--- config.mk ---
export PLATFORM = sky130hd
export DESIGN_NAME = hibernate_power_control
export DESIGN_NICKNAME = d
export VERILOG_FILES = /design/src/down_timer.v /design/src/hibernate_power_control.v
export VERILOG_INCLUDE_DIRS = /design/src
export SDC_FILE = /design/constraint.sdc
export NUM_CORES = 1
export LEC_CHECK = 0
export ABC_AREA = 0
export BUFFER_PORTS_ARGS = -buffer_cell sky130_fd_sc_hd__buf_2
export CAP_MARGIN = 5
export CORE_ASPECT_RATIO = 1.25
export CORE_UTILIZATION = 48
export DETAILED_ROUTE_END_ITERATION = 6
export PLACE_DENSITY_LB_ADDON = 0.05
export SLEW_MARGIN = 25
export SYNTH_ARGS = -nofsm -noshare
export SYNTH_HDL_FRONTEND = slang
export SYNTH_SLANG_ARGS = --single-unit
--- constraint.sdc ---
create_clock -name CLK -period 5.1 [get_ports CLK]
set_input_delay 1.02 -clock CLK [delete_from_list [all_inputs] [get_ports CLK]]
set_output_delay 1.02 -clock CLK [all_outputs]
set_load 0.02 [all_outputs]
--- src/hib_power_defs.vh ---
`ifndef HIB_POWER_DEFS_VH
`define HIB_POWER_DEFS_VH

// ----------------------------------------------------------------
// clock and timing
// ----------------------------------------------------------------
`define CLK_HZ              20000000
`define CLK_CYC_PER_US      (`CLK_HZ / 1000000)
`define T_RAMP_20MS_US      20000
`define T_RAMP_5MS_US       5000
`define T_RAMP_100MS_US     100000
`define T_RAMP_2US_US       2
`define RAMP_CNT_W          21
// 20 MHz / 610 is close to the 32.768 kHz oscillator rate
`define TOY_DIV_CYC         610
`define TOY_DIV_W           10

// ----------------------------------------------------------------
// register offsets (byte addresses)
// ----------------------------------------------------------------
`define ADDR_W              12
`define OFS_SCRATCH_A       12'h018
`define OFS_SCRATCH_B       12'h01C
`define OFS_WAKE_MASK       12'h034
`define OFS_POWER_CTRL      12'h03C
`define OFS_TOY_COUNT       12'h040
`define OFS_TOY_COMPARE     12'h044
`define OFS_OSC_CTRL        12'h048
`define OFS_STATUS          12'h04C
`define OFS_WAKE_CAUSE      12'h05C

// ----------------------------------------------------------------
// field positions
// ----------------------------------------------------------------
`define BIT_MATCH_ENABLE    9
`define RAMP_SEL_LSB        2
`define RAMP_SEL_MSB        3
`define BIT_MATCH_FLAG      25
`define BIT_RETURN_FLAG     2
`define BIT_FIRST_FLAG      0
`define BIT_OSC_ENABLE      0
`define STAT_STATE_LSB      0
`define STAT_STATE_MSB      3
`define BIT_STAT_WAKE_DRIVE 4
`define BIT_STAT_WAKE_PIN   5
`define BIT_STAT_FW_CAPT    6
`define BIT_STAT_RAMP_BUSY  7

// ----------------------------------------------------------------
// encodings and reset values
// ----------------------------------------------------------------
`define RAMP_CODE_20MS      2'h0
`define RAMP_CODE_5MS       2'h1
`define RAMP_CODE_100MS     2'h2
`define RAMP_CODE_2US       2'h3
`define RST_RAMP_SEL        2'h0
`define RST_WORD            32'h00000000

`endif

--- src/down_timer.v ---
`timescale 1ns/1ps
`default_nettype none

// loadable down counter; expire pulses one cycle after the last count
module down_timer #(
    parameter W = 21
) (
    input  wire         clk,
    input  wire         nrst,
    input  wire         load,
    input  wire [W-1:0] value,
    output reg          busy,
    output reg          expire
);

    reg [W-1:0] count_q;

    always @(posedge clk) begin
        if (!nrst) begin
            count_q <= {W{1'b0}};
            busy    <= 1'b0;
            expire  <= 1'b0;
        end else if (load) begin
            count_q <= value;
            busy    <= 1'b1;
            expire  <= 1'b0;
        end else if (busy) begin
            count_q <= count_q - {{(W-1){1'b0}}, 1'b1};
            // value 0 is treated as 1 so the timer can never wrap
            if (count_q <= {{(W-1){1'b0}}, 1'b1}) begin
                busy   <= 1'b0;
                expire <= 1'b1;
            end else begin
                expire <= 1'b0;
            end
        end else begin
            expire <= 1'b0;
        end
    end

endmodule

`default_nettype wire

--- src/hibernate_power_control.v ---
// The APB slave port and the placing of the registers were left to the implementer.
`timescale 1ns/1ps
`default_nettype none
`include "hib_power_defs.vh"

module hibernate_power_control #(
    parameter RAMP_20MS_CYC  = `T_RAMP_20MS_US * `CLK_CYC_PER_US,
    parameter RAMP_5MS_CYC   = `T_RAMP_5MS_US * `CLK_CYC_PER_US,
    parameter RAMP_100MS_CYC = `T_RAMP_100MS_US * `CLK_CYC_PER_US,
    parameter RAMP_2US_CYC   = `T_RAMP_2US_US * `CLK_CYC_PER_US,
    parameter TOY_DIV        = `TOY_DIV_CYC
) (
    input  wire                CLK,
    input  wire                NRST,
    input  wire                PSEL,
    input  wire                PENABLE,
    input  wire                PWRITE,
    input  wire [`ADDR_W-1:0]  PADDR,
    input  wire [31:0]         PWDATA,
    output wire [31:0]         PRDATA,
    output wire                PREADY,
    output wire                PSLVERR,
    input  wire                SUPPLY_GOOD,
    input  wire                TOY_FIREWALL_N,
    input  wire                WAKE_IN,
    output wire                WAKE_OUT,
    output wire                WAKE_OE_N,
    output wire                OSC_ENABLE,
    output wire                CORE_RESET_N
);

    // ----------------------------------------------------------------
    // states
    // ----------------------------------------------------------------
    localparam [3:0] ST_OFF   = 4'h1;
    localparam [3:0] ST_RUN   = 4'h2;
    localparam [3:0] ST_HIBER = 4'h4;
    localparam [3:0] ST_RAMP  = 4'h8;

    // ----------------------------------------------------------------
    // declarations
    // ----------------------------------------------------------------
    reg  [3:0]              state_q;
    reg  [3:0]              state_d;
    reg                     sg_prev_q;
    reg                     fw_capt_q;
    reg                     rise_seen_q;
    reg                     first_flag_q;
    reg                     return_flag_q;
    reg                     match_flag_q;
    reg                     match_en_q;
    reg  [1:0]              ramp_sel_q;
    reg                     osc_en_q;
    reg                     wake_drive_q;
    reg                     core_rst_n_q;
    reg  [31:0]             scratch_a_q;
    reg  [31:0]             scratch_b_q;
    reg  [31:0]             toy_q;
    reg  [31:0]             toy_cmp_q;
    reg  [31:0]             prdata_q;
    reg  [31:0]             rd_mux;
    reg                     rd_hit;
    reg  [`RAMP_CNT_W-1:0]  ramp_value;
    wire                    sg_rise;
    wire                    sg_fall;
    wire                    apb_wr;
    wire                    apb_setup;
    wire                    cause_wr;
    wire                    ramp_busy;
    wire                    ramp_expire;
    wire                    div_busy;
    wire                    div_expire;
    wire                    toy_tick;
    wire                    toy_match;
    wire                    hib_wakeup;

    // ----------------------------------------------------------------
    // supply-good edges and firewall capture
    // ----------------------------------------------------------------
    assign sg_rise = SUPPLY_GOOD & ~sg_prev_q;
    assign sg_fall = ~SUPPLY_GOOD & sg_prev_q;

    always @(posedge CLK) begin
        if (!NRST) begin
            sg_prev_q   <= 1'b0;
            fw_capt_q   <= 1'b0;
            rise_seen_q <= 1'b0;
        end else begin
            sg_prev_q   <= SUPPLY_GOOD;
            rise_seen_q <= sg_rise;
            if (sg_rise) begin
                fw_capt_q <= ~TOY_FIREWALL_N;
            end
        end
    end

    // classification one cycle after the rise uses only the captured level,
    // so a firewall released early in the ramp cannot change the outcome
    // tied firewall counts
    assign hib_wakeup = rise_seen_q & fw_capt_q;

    // ----------------------------------------------------------------
    // power state machine
    // ----------------------------------------------------------------
    always @* begin
        state_d = state_q;
        case (state_q)
            ST_OFF: begin
                if (rise_seen_q) begin
                    state_d = ST_RAMP;
                end
            end
            ST_RUN: begin
                if (sg_fall) begin
                    state_d = TOY_FIREWALL_N ? ST_OFF : ST_HIBER;
                end
            end
            ST_HIBER: begin
                if (rise_seen_q) begin
                    state_d = ST_RAMP;
                end
            end
            ST_RAMP: begin
                if (sg_fall) begin
                    state_d = TOY_FIREWALL_N ? ST_OFF : ST_HIBER;
                end else if (ramp_expire) begin
                    state_d = ST_RUN;
                end
            end
            default: begin
                state_d = ST_OFF;
            end
        endcase
    end

    always @(posedge CLK) begin
        if (!NRST) begin
            state_q      <= ST_OFF;
            core_rst_n_q <= 1'b0;
        end else begin
            state_q      <= state_d;
            core_rst_n_q <= (state_d == ST_RUN);
        end
    end

    // ----------------------------------------------------------------
    // core supply ramp timer
    // ----------------------------------------------------------------
    // the rise cycle loads the timer before ramp_sel_q has taken the forced
    // code, so the selector is forced to 20ms here as well
    always @* begin
        case (rise_seen_q ? `RAMP_CODE_20MS : ramp_sel_q)
            `RAMP_CODE_20MS:  ramp_value = RAMP_20MS_CYC[`RAMP_CNT_W-1:0];
            `RAMP_CODE_5MS:   ramp_value = RAMP_5MS_CYC[`RAMP_CNT_W-1:0];
            `RAMP_CODE_100MS: ramp_value = RAMP_100MS_CYC[`RAMP_CNT_W-1:0];
            `RAMP_CODE_2US:   ramp_value = RAMP_2US_CYC[`RAMP_CNT_W-1:0];
            default:          ramp_value = RAMP_20MS_CYC[`RAMP_CNT_W-1:0];
        endcase
    end

    down_timer #(
        .W      (`RAMP_CNT_W)
    ) u_ramp (
        .clk    (CLK),
        .nrst   (NRST),
        .load   (rise_seen_q),
        .value  (ramp_value),
        .busy   (ramp_busy),
        .expire (ramp_expire)
    );

    // ----------------------------------------------------------------
    // always-on counter, ticked at the oscillator rate
    // ----------------------------------------------------------------
    down_timer #(
        .W      (`TOY_DIV_W)
    ) u_div (
        .clk    (CLK),
        .nrst   (NRST),
        .load   (~div_busy),
        .value  (TOY_DIV[`TOY_DIV_W-1:0] - {{(`TOY_DIV_W-1){1'b0}}, 1'b1}),
        .busy   (div_busy),
        .expire (div_expire)
    );

    assign toy_tick  = div_expire & osc_en_q;
    assign toy_match = (toy_q == toy_cmp_q);

    // ----------------------------------------------------------------
    // apb decode
    // ----------------------------------------------------------------
    assign apb_setup = PSEL & ~PENABLE;
    assign apb_wr    = PSEL & PENABLE & PWRITE;
    assign cause_wr  = apb_wr & (PADDR == `OFS_WAKE_CAUSE);
    assign PREADY    = PSEL & PENABLE;
    assign PSLVERR   = PSEL & PENABLE & ~rd_hit;
    assign PRDATA    = prdata_q;

    always @* begin
        rd_mux = `RST_WORD;
        rd_hit = 1'b1;
        case (PADDR)
            `OFS_SCRATCH_A:   rd_mux = scratch_a_q;
            `OFS_SCRATCH_B:   rd_mux = scratch_b_q;
            `OFS_WAKE_MASK:   rd_mux[`BIT_MATCH_ENABLE] = match_en_q;
            `OFS_POWER_CTRL:  rd_mux[`RAMP_SEL_MSB:`RAMP_SEL_LSB] = ramp_sel_q;
            `OFS_TOY_COUNT:   rd_mux = toy_q;
            `OFS_TOY_COMPARE: rd_mux = toy_cmp_q;
            `OFS_OSC_CTRL:    rd_mux[`BIT_OSC_ENABLE] = osc_en_q;
            `OFS_STATUS: begin
                rd_mux[`STAT_STATE_MSB:`STAT_STATE_LSB] = state_q;
                rd_mux[`BIT_STAT_WAKE_DRIVE]            = wake_drive_q;
                rd_mux[`BIT_STAT_WAKE_PIN]              = WAKE_IN;
                rd_mux[`BIT_STAT_FW_CAPT]               = fw_capt_q;
                rd_mux[`BIT_STAT_RAMP_BUSY]             = ramp_busy;
            end
            `OFS_WAKE_CAUSE: begin
                rd_mux[`BIT_MATCH_FLAG]  = match_flag_q;
                rd_mux[`BIT_RETURN_FLAG] = return_flag_q;
                rd_mux[`BIT_FIRST_FLAG]  = first_flag_q;
            end
            default: rd_hit = 1'b0;
        endcase
    end

    // read data is taken in the setup cycle so it leaves a flip-flop
    always @(posedge CLK) begin
        if (!NRST) begin
            prdata_q <= `RST_WORD;
        end else if (apb_setup && !PWRITE) begin
            prdata_q <= rd_mux;
        end
    end

    // ----------------------------------------------------------------
    // software registers
    // ----------------------------------------------------------------
    always @(posedge CLK) begin
        if (!NRST) begin
            scratch_a_q <= `RST_WORD;
            scratch_b_q <= `RST_WORD;
            match_en_q  <= 1'b0;
            toy_cmp_q   <= `RST_WORD;
        end else if (apb_wr) begin
            if (PADDR == `OFS_SCRATCH_A) begin
                scratch_a_q <= PWDATA;
            end
            if (PADDR == `OFS_SCRATCH_B) begin
                scratch_b_q <= PWDATA;
            end
            if (PADDR == `OFS_WAKE_MASK) begin
                match_en_q <= PWDATA[`BIT_MATCH_ENABLE];
            end
            if (PADDR == `OFS_TOY_COMPARE) begin
                toy_cmp_q <= PWDATA;
            end
        end
    end

    // ramp select: the supply rise overrides any write in the same cycle
    always @(posedge CLK) begin
        if (!NRST) begin
            ramp_sel_q <= `RST_RAMP_SEL;
        end else if (rise_seen_q) begin
            ramp_sel_q <= `RAMP_CODE_20MS;
        end else if (apb_wr && PADDR == `OFS_POWER_CTRL) begin
            ramp_sel_q <= PWDATA[`RAMP_SEL_MSB:`RAMP_SEL_LSB];
        end
    end

    // ----------------------------------------------------------------
    // oscillator enable and counter
    // ----------------------------------------------------------------
    always @(posedge CLK) begin
        if (!NRST) begin
            osc_en_q <= 1'b0;
        end else if (rise_seen_q) begin
            if (!fw_capt_q) begin
                osc_en_q <= 1'b0;
            end
        end else if (apb_wr && PADDR == `OFS_OSC_CTRL) begin
            osc_en_q <= PWDATA[`BIT_OSC_ENABLE];
        end
    end

    // the counter has no reset path from supply-good at all
    always @(posedge CLK) begin
        if (!NRST) begin
            toy_q <= `RST_WORD;
        end else if (apb_wr && PADDR == `OFS_TOY_COUNT) begin
            toy_q <= PWDATA;
        end else if (toy_tick) begin
            toy_q <= toy_q + 32'h00000001;
        end
    end

    // ----------------------------------------------------------------
    // wake output
    // ----------------------------------------------------------------
    always @(posedge CLK) begin
        if (!NRST) begin
            wake_drive_q <= 1'b0;
        end else if (toy_tick && toy_match && match_en_q) begin
            wake_drive_q <= 1'b1;
        end else if (cause_wr && !hib_wakeup) begin
            wake_drive_q <= 1'b0;
        end
    end

    assign WAKE_OUT     = 1'b0;
    assign WAKE_OE_N    = ~wake_drive_q;
    assign OSC_ENABLE   = osc_en_q;
    assign CORE_RESET_N = core_rst_n_q;

    // ----------------------------------------------------------------
    // wakeup cause flags: a rise wins over a clearing write
    // ----------------------------------------------------------------
    always @(posedge CLK) begin
        if (!NRST) begin
            first_flag_q  <= 1'b0;
            return_flag_q <= 1'b0;
            match_flag_q  <= 1'b0;
        end else if (rise_seen_q) begin
            first_flag_q  <= 1'b1;
            return_flag_q <= fw_capt_q;
            match_flag_q  <= wake_drive_q & fw_capt_q;
        end else if (cause_wr) begin
            first_flag_q  <= 1'b0;
            return_flag_q <= 1'b0;
            match_flag_q  <= 1'b0;
        end
    end

endmodule

`default_nettype wire

* Yosys cells after proc, flatten, opt, wreduce, memory -nomap -nowiden
Index checks and enable logic that the tools add are counted.
Operators by class: add/subtract/negate cells 3, magnitude comparators 2, eq/ne operators 19, mux-type cells 40, bitwise logic cells 18, reductions and logical operators 25
Operator list (count):
- 21-bit one-hot mux with 4 select lines | 1
- 32-bit two-way mux | 2
- 12-bit by 7-bit equality test with 1-bit output (second input constant) | 5
- 15-bit one-hot mux with 4 select lines | 1
- 21-bit two-way mux | 2
- 32-bit by 1-bit adder with 32-bit output (second input constant) | 1
- 32-bit equality test | 1
- 12-bit by 5-bit equality test with 1-bit output (second input constant) | 2
- 12-bit by 6-bit equality test with 1-bit output (second input constant) | 2
- 6-bit one-hot mux with 4 select lines | 1
- 21-bit by 1-bit <= comparator with 1-bit output (second input constant) | 1
- 21-bit by 1-bit subtractor with 21-bit output (second input constant) | 1
- 4-bit one-hot mux with 5 select lines | 1
- 1-bit two-way mux | 17
- 4-bit two-way mux | 4
- 1-bit one-hot mux with 5 select lines | 3
- 1-bit one-hot mux with 7 select lines | 2
- 4-bit one-hot mux with 3 select lines | 1
- 2-bit AND reduction | 6
- 1-bit bitwise AND | 10
- 10-bit by 1-bit <= comparator with 1-bit output (second input constant) | 1
- 10-bit two-way mux | 1
- 2-bit nonzero test | 5
- 10-bit by 1-bit subtractor with 10-bit output (second input constant) | 1
- 18 further kinds | 35
Word-level totals: register bits after elaboration 211, input bits 52, output and inout bits 38, logic and storage cells 131

* Depth between registers and ports, before layout
Gate-level depths: netlist of the first run.
word-level depth 6, depth in mapped cells 9, mapped depth without buffers 7

* Modules after synthesis
From an unflattened synthesis of the first run, not the netlist that was laid out.
Second synthesis, totals: cell total of the unflattened synthesis 1305, area total of the unflattened synthesis 10706.5 µm²
Modules (own cells, without submodules):
- hibernate_power_control | instances 1, cells an instance 1066, area an instance 8764.7 µm², sequential area each 3523.4 µm²
- down_timer (u_ramp) | instances 1, cells an instance 163, area an instance 1313.8 µm², sequential area each 460.4 µm²
- down_timer (u_div) | instances 1, cells an instance 76, area an instance 628.1 µm², sequential area each 240.2 µm²

* Worst setup path after synthesis of the first run
OpenSTA, ideal clock, no wires.
path type input to output, from input PADDR[9], to output PSLVERR, arrival 2158 ps, required time 4080 ps, path slack 1922 ps, stages 5, path buffers 0, path through nor4_1 > nand2_1 > a21oi_1 > nand2_1 > o211a_1
On the way: cells in the longest elaborated chain, start to end 5, elaborated cells on any way between the ends 13, those cells by class eq/ne (9); mux (1); bitwise (2); reduce/logical (1)
RTL lines:
- start, declared | line hibernate_power_control.v:18 | input wire [`ADDR_W-1:0] PADDR,
- 12-bit by 7-bit equality test with 1-bit output (tied with other cells) | line hibernate_power_control.v:202 | case (PADDR)
- 9-bit OR reduction (no line) *
- 1-bit two-way mux * | line hibernate_power_control.v:202
- 1-bit inverter * | line hibernate_power_control.v:196 | assign PSLVERR = PSEL & PENABLE & ~rd_hit;
- 1-bit bitwise AND * | line hibernate_power_control.v:196
- end, declared | line hibernate_power_control.v:22 | output wire PSLVERR,
Mark *: on every way between the ends. The rest lies on a longest branch, timed or not.

* Final worst setup path of the first run
Same ends and word-level chain as after synthesis.

==> results.json, run 1 <==
{
  "fin_util_pct": 55.5,
  "synthArstFlopShare_pct": 0,
  "grt_pass1_wl_um": 44800,
  "dieHeight_um": 165,
  "grt_pass1_vias": 8161,
  "cts_buffers": 23,
  "synth_top_cell_area_share_pct": 41.3,
  "slowest_delay_ns": 0.56,
  "wire_per_inst_um": 18.4,
  "max-cap-violations": 0,
  "worst_pin_slew_ns": 0.992,
  "final_common_cell": "nand2_1",
  "diodes": 0,
  "path_cells": "buf_2 > nor4_1 > nand2_1 > a21oi_1 > nand2_1 > o211a_1 > buf_2",
  "synth_cells": 1206,
  "netlist_area_um2": 10200,
  "powerDensity_nw_per_um2": 318,
  "synth_area_leaders": "dfxtp_1, nand2_1, mux2i_1",
  "leakagePower_nw": 4.24,
  "chipWidth_um": 133,
  "drv_slew": 0,
  "post_drt_via_cell_ratio": 5.66,
  "dieArea_um2": 21900,
  "r2r-end": "u_ramp.count_q[16]",
  "end_kind": "output port",
  "rsz0062_at_grt": "no",
  "setup_viol": 0,
  "grt_antenna_before_repair": 0,
  "worst-path-buf-inv": 2,
  "fin_skew_ns": 0.0201,
  "reg2reg_slack_ns": 2.68,
  "crit_end": "PSLVERR",
  "drive_gt1_share_pct": 12.4,
  "cts_resized": 0,
  "vias": 8704,
  "yosysTopAreaCell": "dfxtp_1",
  "gp_routability_congestion": 0.864,
  "io_pins": 90,
  "fmax_mhz": 262,
  "grt.total_usage_pct": 25.9,
  "path_delay_family": "simple AND/OR/NAND/NOR gates",
  "seq_area_frac_synth_pct": 41.3,
  "area_growth_pct": 13.3,
  "post_cts_buffers": 0,
  "grt_start_max_net_pins": 69,
  "rows": 59,
  "synth.avg_cell_area_um2": 8.48,
  "cts-root-buf": "clkbuf_16",
  "ys_warn_count": 0,
  "nNetsFinal": 1311,
  "n_fill_cell": 1953,
  "fin_crit_sh_pct": 74.9,
  "hold_buffers": 0,
  "start_util_pct": 49.0,
  "most-common-layout-cells": "nand2_1, dfxtp_1, buf_2",
  "reg2reg_depth": 7,
  "finalWirelength_um": 28300,
  "grt-ovfl-total": 0,
  "slew_headroom_pct": 33.3,
  "min_path_type": "reg2reg",
  "crit_slowest_cell": "nor4_1",
  "drc": 0,
  "cp.required_ns": 4.08,
  "fin_tns_setup_ns": 0,
  "startpoint": "PADDR[9]",
  "path_depth": 7,
  "cp.arrival_ns": 2.80,
  "crit_type": "in2out",
  "critical_path_peak_fanout": 10,
  "portBuffers": 88,
  "dr.first_iter.drc_count": 493,
  "period_needed_ns": 3.82,
  "ys_ff_latch": 211,
  "clk_latency_ns": 0.51,
  "status": "finished clean",
  "critPathLaunchType": "input pin",
  "hold_viol": 0,
  "synth_edf_count": 0,
  "dp_hpwl_um": 19100,
  "hold_slack_ns": 0.441,
  "ys.flop_type": "dfxtp_1",
  "drtPass1Iterations": 5,
  "yosysUniqueCellTypes": 59,
  "reg2reg_from": "u_ramp.count_q[0]",
  "cts_tree": "done",
  "synthesis.nets": 1268,
  "vdd_drop_max_mv": 0.223,
  "cts_buffer_depth": 3,
  "coreArea_um2": 20900,
  "cts_num_sinks": 211,
  "path_clk_slew_ns": 0.06,
  "htreeDepth": 1,
  "ant_nets": 0
}
## registers in the layout, summed over array words and instances, names as in the netlist, 2 cells and up
| register | flops |
|---|---|
| ramp_sel_q | 2 |
| PRDATA | 32 |
| u_div.count_q | 10 |
| toy_q | 32 |
| scratch_b_q | 32 |
| toy_cmp_q | 32 |
| scratch_a_q | 32 |
| u_ramp.count_q | 21 |
| state_q | 4 |
## through the flow
stage | power [W] | cells | instance area, um^2 | setup slack, ns
3_3_place_gp | 0.00201 | 1498 | 10800 | 1.29
5_1_grt | 0.00383 | 1539 | 11600 | 1.19
6_report | 0.00368 | 1539 | 11600 | 1.28
4_1_cts | 0.00372 | 1539 | 11600 | 1.23
2_1_floorplan | 0.00192 | 1206 | 10200 | 1.92
3_5_place_dp | 0.00201 | 1498 | 10800 | 1.23
## layer usage
layer / global-route usage (%) / up-vias / share of wire, %
met5: 0 / - / 0
met4: 10.2 / 0 / 3.1
met3: 3.24 / 53 / 4.6
met2: 45.7 / 221 / 49
met1: 32.1 / 4128 / 43
li1: - / 4302 / -
## cells in the mapped netlist (all sizes together) (2+ instances only)
| library cell | instances |
|---|---|
| a211oi | 15 |
| a21boi | 104 |
| a21oi | 38 |
| a221oi | 4 |
| a22o | 23 |
| a22oi | 8 |
| a31oi | 5 |
| and2 | 11 |
| and3 | 11 |
| and4 | 9 |
| buf | 23 |
| clkbuf | 67 |
| dfxtp | 211 |
| ha | 10 |
| inv | 10 |
| mux2 | 3 |
| mux2i | 58 |
| nand2 | 232 |
| nand2b | 7 |
| nand3 | 31 |
| nand3b | 4 |
| nand4 | 28 |
| nor2 | 61 |
| nor2b | 9 |
| nor3 | 15 |
| nor3b | 2 |
| nor4 | 12 |
| nor4b | 5 |
| nor4bb | 3 |
| o211a | 4 |
| o211ai | 3 |
| o21a | 2 |
| o21ai | 42 |
| o22ai | 29 |
| or2 | 2 |
| or3 | 3 |
| or4 | 3 |
| xnor2 | 53 |
| xor2 | 36 |
## cell families (layout without fill, tap and decap cells)
group | Yosys count | in the layout | share of synthesized area [%]
xor+xnor | 89 | 89 | 7.62
compound gates | 282 | 282 | 18.9
simple gates | 452 | 452 | 20.8
buf+inv | 100 | 159 | 4.16
flops | 211 | 211 | 41.3
mux | 61 | 61 | 6.01
other cells | 1 | 1 | 0.0367
fa+ha+maj | 10 | 10 | 1.22
## worst min-delay path by stage
| stage | startpoint | end | slack [ns] | depth (start not counted) |
|---|---|---|---|---|
| finish | sg_prev_q | rise_seen_q | 0.44 | 1 |
| global route | scratch_a_q[19] | scratch_a_q[19] | 0.47 | 2 |
| CTS | sg_prev_q | rise_seen_q | 0.45 | 1 |
| detailed placement | sg_prev_q | rise_seen_q | 0.44 | 1 |
| global placement | sg_prev_q | rise_seen_q | 0.44 | 1 |
| floorplan | sg_prev_q | rise_seen_q | 0.41 | 1 |
## cell type report
class	instances	area, um^2	area share [%]
inverter	10	37.5	0.324
timing repair buffer	108	608	5.25
clock inverter	7	96.3	0.832
tap	274	343	2.96
clock buffer	34	687	5.93
sequential	211	4220	36.5
multi-input combinational	895	5590	48.3
## power breakdown
group          leakage (nW)  switching (W)  internal (W)  total (W)
registers              1.71      0.0000297       0.00168    0.00171
logic                  2.14       0.000156      0.000104   0.000261
clock network         0.389       0.000682       0.00103    0.00172
total                  4.24       0.000868       0.00282    0.00368
Power figures use the tool's default switching activity.
==> run 2, diff against run 1 <==
- ABC_AREA: 0 -> 1
- clock period: 5.1 -> 3.9 ns (I/O delays scaled with it)
==> run 2 against run 1 <==
  * Clock power up 22%
  * Synthesized cell count increased by 36%
  * Combinational power grew 70%
  * Largest cell class unchanged
  * Final cell count grew 29%
==> results.json, run 2 <==
{
  "slowest_delay_ns": 0.29,
  "drive_gt1_share_pct": 11.7,
  "fmax_mhz": 351,
  "reg2reg_slack_ns": 1.92,
  "worst_pin_slew_ns": 0.882,
  "nNetsFinal": 1748,
  "n_fill_cell": 2364,
  "status": "finished clean",
  "switchingPower_w": 0.00121,
  "drtPass1Iterations": 5,
  "synthArstFlopShare_pct": 0,
  "seq_area_frac_synth_pct": 38.2,
  "r2r-end": "toy_q[22]",
  "min_path_type": "reg2reg",
  "crit_end": "PSLVERR",
  "grt_pass1_wl_um": 50400,
  "grt_pass1_vias": 9666,
  "cp.required_ns": 3.12,
  "rsz0062_at_grt": "no",
  "start_util_pct": 49.3,
  "synth_area_leaders": "dfxtp_1, nand2_1, a21oi_1",
  "synth.avg_cell_area_um2": 6.73,
  "gp_routability_congestion": 0.910,
  "dp_hpwl_um": 21700,
  "ys_ff_latch": 211,
  "leakagePower_nw": 4.99,
  "setup_viol": 0,
  "path_delay_family": "simple AND/OR/NAND/NOR gates",
  "hold_viol": 0,
  "dr_wl_met2_um": 15100,
  "grt_antenna_before_repair": 0,
  "cts_resized": 0,
  "area_growth_pct": 10.5,
  "crit_top_cell": "buf_2",
  "hold_slack_ns": 0.414,
  "rows": 61,
  "io_pins": 90,
  "cts_buffer_depth": 3,
  "max-cap-violations": 0,
  "cts-root-buf": "clkbuf_16",
  "p_clk_share_pct": 43.9,
  "grt.total_usage_pct": 27.0,
  "grt_start_max_net_pins": 80,
  "crit_slowest_cell": "nor3_1",
  "synth_commonest_cells": "nand2_1, dfxtp_1, inv_1",
  "path_clk_slew_ns": 0.06,
  "drv_slew": 0,
  "dieHeight_um": 172,
  "chipWidth_um": 138,
  "final_common_cell": "nand2_1",
  "ys_warn_count": 0,
  "coreArea_um2": 22400,
  "fin_util_pct": 54.5,
  "met3_wirelength_um": 1360,
  "path_cells": "buf_2 > inv_1 > nor2_1 > nand2_1 > nor2_2 > nand2_2 > nand4_1 > nor3_1 > buf_2",
  "fin_tns_setup_ns": 0,
  "synth_top_cell_area_share_pct": 38.2,
  "reg2reg_from": "toy_q[0]",
  "yosysMostFrequentCell": "nand2_1",
  "reg2reg_depth": 9,
  "fin_skew_ns": 0.00650,
  "synthesis.nets": 1707,
  "multi_input_area_um2": 5590,
  "vdd_drop_max_mv": 0.350,
  "netlist_area_um2": 11100,
  "crit_type": "in2out",
  "p_int_w": 0.00357,
  "critPathLaunchType": "input pin",
  "portBuffers": 88,
  "ant_nets": 0,
  "vias": 10536,
  "regArea_um2": 4220,
  "synth_cells": 1645,
  "topRoutingLayerUsed": "met4",
  "htreeDepth": 1,
  "met1_length_um": 13700,
  "cp.arrival_ns": 2.07,
  "ys.flop_type": "dfxtp_1",
  "path_depth": 9,
  "cts_buffers": 22,
  "power_frac_comb_pct": 9.3,
  "dr.first_iter.drc_count": 655,
  "grt-ovfl-total": 0,
  "powerDensity_nw_per_um2": 391,
  "swShare_pct": 25.2,
  "wire_per_inst_um": 15.7,
  "post_cts_buffers": 0,
  "startpoint": "PADDR[3]",
  "drc": 0,
  "period_needed_ns": 2.85,
  "cts_tree": "done",
  "worst-path-buf-inv": 3,
  "yosysUniqueCellTypes": 44,
  "clk_latency_ns": 0.51,
  "synth_edf_count": 0,
  "critical_path_peak_fanout": 9,
  "cts_num_sinks": 211,
  "yosysTopAreaCell": "dfxtp_1",
  "dieArea_um2": 23700,
  "hold_buffers": 0,
  "fin_crit_sh_pct": 73.2,
  "finalWirelength_um": 31200,
  "slew_headroom_pct": 41.1,
  "seqPwrFrac_pct": 46.8,
  "diodes": 0,
  "post_drt_via_cell_ratio": 5.31,
  "end_kind": "output port",
  "most-common-layout-cells": "nand2_1, dfxtp_1, inv_1"
}
-- run 2: cell types whose count changed after synthesis, sizes merged, moves of 26 or more --
cell,before,now
inv,10,223
o21ai,42,205
a21oi,38,181
nand3,31,142
nor2,61,165
a21boi,104,1
nand2,232,315
mux2i,58,0
xnor2,53,13
clkbuf,67,29
buf,23,51
o22ai,29,3
-- run 2: stage by stage --
| stage | area, um^2 | setup WS (ns) | cells | total power [W] |
|---|---|---|---|---|
| 2_1_floorplan | 11100 | 1.14 | 1645 | 0.00259 |
| 3_5_place_dp | 11500 | 1.07 | 1945 | 0.00273 |
| 4_1_cts | 12200 | 1.06 | 1983 | 0.00484 |
| 3_3_place_gp | 11500 | 1.07 | 1945 | 0.00272 |
| 5_1_grt | 12200 | 0.916 | 1983 | 0.00499 |
| 6_report | 12200 | 1.05 | 1983 | 0.00478 |
-- run 2: layer usage --
layer / vias up / track usage (%)
met3: 61 / 3.15
li1: 5424 / -
met2: 249 / 47.9
met1: 4802 / 33.4
met4: 0 / 9.31
met5: - / 0
-- run 2: worst min-delay path by stage --
| stage | from | endpoint | slack [ns] | depth (start not counted) |
|---|---|---|---|---|
| after floorplan | sg_prev_q | rise_seen_q | 0.39 | 1 |
| after detailed placement | sg_prev_q | rise_seen_q | 0.40 | 1 |
| after CTS | sg_prev_q | rise_seen_q | 0.41 | 1 |
| final | sg_prev_q | rise_seen_q | 0.41 | 1 |
| after global placement | sg_prev_q | rise_seen_q | 0.40 | 1 |
| after global routing | sg_prev_q | rise_seen_q | 0.46 | 1 |
-- run 2: final cells by class --
| type | instances | area share, % |
|---|---|---|
| repair buffers | 97 | 4.17 |
| inverters | 223 | 6.84 |
| flip-flops and latches | 211 | 34.5 |
| clock inverters | 6 | 0.471 |
| multi-input cells | 1131 | 45.7 |
| well taps | 283 | 2.89 |
| clock buffers | 32 | 5.39 |
-- run 2: cell families (layout without fill, tap and decap cells) --
group                      Yosys count  in the layout  synth area share, %
and+or+nand+nor                    669            669                 27.0
AOI/OAI and AO/OA                  417            417                 19.5
buffers and inverters              303            358                 11.4
DFF                                211            211                 38.2
xor gates and xnor gates            34             34                 2.69
adders and majority gates           10             10                 1.13
other                                1              1               0.0339
-- run 2: worst register-to-register path, delay by kind of cell (launching register included) --
family / cells / cell delay (ns)
and+or+nand+nor: 6 / 0.88
DFF: 1 / 0.45
adders and majority gates: 1 / 0.24
xor gates and xnor gates: 1 / 0.15
AOI/OAI and AO/OA: 1 / 0.13
-- run 2: power groups by stage --
stage                     clock, W  sequential (W)  combinational [W]
after global placement           0         0.00228           0.000440
after floorplan                  0         0.00227           0.000314
final                      0.00210         0.00223           0.000445
after detailed placement         0         0.00228           0.000445
after global routing       0.00225         0.00224           0.000506
after CTS                  0.00216         0.00223           0.000448
==> run 3, diff against run 2 <==
- clock period: 3.9 -> 2.35 ns (I/O delays scaled with it)
==> run 3 against run 2 <==
  * Total power is 71% higher
  * Highest routed layer unchanged
  * Core utilization increased by 1.1 points
  * Cell area rose by 2.1%
  * Combinational power up 71%
  * Via count shrank 0.34%
  * Global-route usage rose by 0.068 points
  * Largest power group is now the clock network
  * Critical path type unchanged
  * Worst hold slack got worse by 0.22 ns
  * First-iteration DRC count is 7.2% lower
  * Register-to-register slack lost 1.5 ns
  * Setup slack got worse by 0.88 ns
  * Sequential power grew 66%
==> results.json, run 3 (same netlist as run 2, synthesis figures left out) <==
{
  "status": "finished clean",
  "path_clk_slew_ns": 0.06,
  "final_common_cell": "nand2_1",
  "hold_buffers": 0,
  "dr.first_iter.drc_count": 608,
  "use_met2_pct": 47.5,
  "drtPass1Iterations": 5,
  "worst_pin_slew_ns": 0.808,
  "ant_nets": 0,
  "max-cap-violations": 0,
  "cp.arrival_ns": 1.71,
  "grt_pass1_wl_um": 50400,
  "start_util_pct": 49.3,
  "end_kind": "output port",
  "drv_slew": 0,
  "drc": 0,
  "rsz0062_at_grt": "no",
  "grt-busiest-layer": "met2",
  "cts_num_sinks": 211,
  "finalWirelength_um": 31300,
  "most-common-layout-cells": "nand2_1, dfxtp_1, inv_1",
  "chipWidth_um": 138,
  "cts_buffer_depth": 3,
  "n_fill_cell": 2293,
  "crit_top_cell": "buf_2",
  "nNetsFinal": 1766,
  "area_growth_pct": 12.8,
  "path_cells": "buf_2 > inv_1 > nor2_1 > nand2_1 > nor2_2 > nand2_2 > nand4_1 > nor3_1 > buf_2",
  "slew_headroom_pct": 45.9,
  "crit_type": "in2out",
  "multi_input_area_um2": 5580,
  "period_needed_ns": 2.18,
  "rows": 61,
  "clk_latency_ns": 0.51,
  "gp_routability_congestion": 0.889,
  "post_drt_via_cell_ratio": 5.25,
  "wire_per_inst_um": 15.7,
  "grt_antenna_before_repair": 1,
  "cts_resized": 0,
  "critPathLaunchType": "input pin",
  "crit_slowest_cell": "nor3_1",
  "vias": 10500,
  "grt_start_max_net_pins": 128,
  "portBuffers": 88,
  "fin_skew_ns": 0.0106,
  "met3_usage_pct": 2.68,
  "use_met1_pct": 34.6,
  "grt.total_usage_pct": 27.1,
  "dieHeight_um": 172,
  "grt-ovfl-total": 0,
  "post_cts_buffers": 0,
  "fin_tns_setup_ns": 0,
  "leakagePower_nw": 5.10,
  "cts_tree": "done",
  "reg2reg_depth": 9,
  "regArea_um2": 4220,
  "grt_pass1_vias": 9678,
  "fmax_mhz": 458,
  "min_path_type": "in2reg",
  "powerDensity_nw_per_um2": 655,
  "coreArea_um2": 22400,
  "setup_viol": 0,
  "hold_depth": 2,
  "drive_gt1_share_pct": 12.6,
  "vdd_drop_max_mv": 0.571,
  "htreeDepth": 1,
  "cp.required_ns": 1.88,
  "dp_hpwl_um": 21900,
  "dieArea_um2": 23700,
  "hold_viol": 0,
  "cts_buffers": 23,
  "critical_path_peak_fanout": 9,
  "fin_crit_sh_pct": 92.8,
  "hold_slack_ns": 0.194,
  "cts-root-buf": "clkbuf_16",
  "slowest_delay_ns": 0.25,
  "io_pins": 90
}
[run 3: changes by cell type in the layout (fill, tap and decap cells not counted), sizes merged]
cell      change
buf          +17
clkbuf        -1
clkinvlp      -1
diode         +1
bufinv        +2
[run 3: final cells by class]
class | count | share of cell area [%]
multi-input combinational | 1131 | 44.7
sequential | 211 | 33.8
inverter | 223 | 6.70
timing repair buffer | 114 | 5.81
clock buffer | 31 | 5.17
tap | 283 | 2.84
clock inverter | 7 | 0.912
antenna | 1 | 0.0200
[run 3: worst max-delay path, delay by kind of cell]
kind | cells | cell delay (ns)
and+or+nand+nor | 6 | 0.83
buffers and inverters | 3 | 0.41
[run 3: where the power goes]
part | switching [W] | internal (W)
clock | 0.00148 | 0.00224
sequential | 0.0000617 | 0.00364
combinational | 0.000505 | 0.000254
total | 0.00204 | 0.00614
[run 3: per-layer routing]
metal	vias up	wire length [um]	part of all wire, %
li1	5462	-	-
met1	4779	13900	45
met2	212	15300	49
met3	47	1250	4.0
met4	0	833	2.7
met5	-	0	0
[run 3: per-stage QoR]
step           power, W  utilization, %  worst slack [ns]  area (um^2)  std cells
2_1_floorplan   0.00429               -             0.215        11100       1645
3_3_place_gp    0.00454            52.3             0.196        11700       1962
3_5_place_dp    0.00454            52.3             0.181        11700       1962
4_1_cts         0.00825            55.6             0.173        12500       2000
5_1_grt         0.00852            55.6            0.0490        12500       2001
6_report        0.00818            55.6             0.168        12500       2001
[run 3: path summary, 6_finish.rpt]
path,slack [ns],start,end
max,0.17,PADDR[3],PSLVERR
max reg2reg,0.40,toy_q[1],toy_q[22]
min reg2reg,0.41,sg_prev_q,rise_seen_q
min,0.19,TOY_FIREWALL_N,fw_capt_q
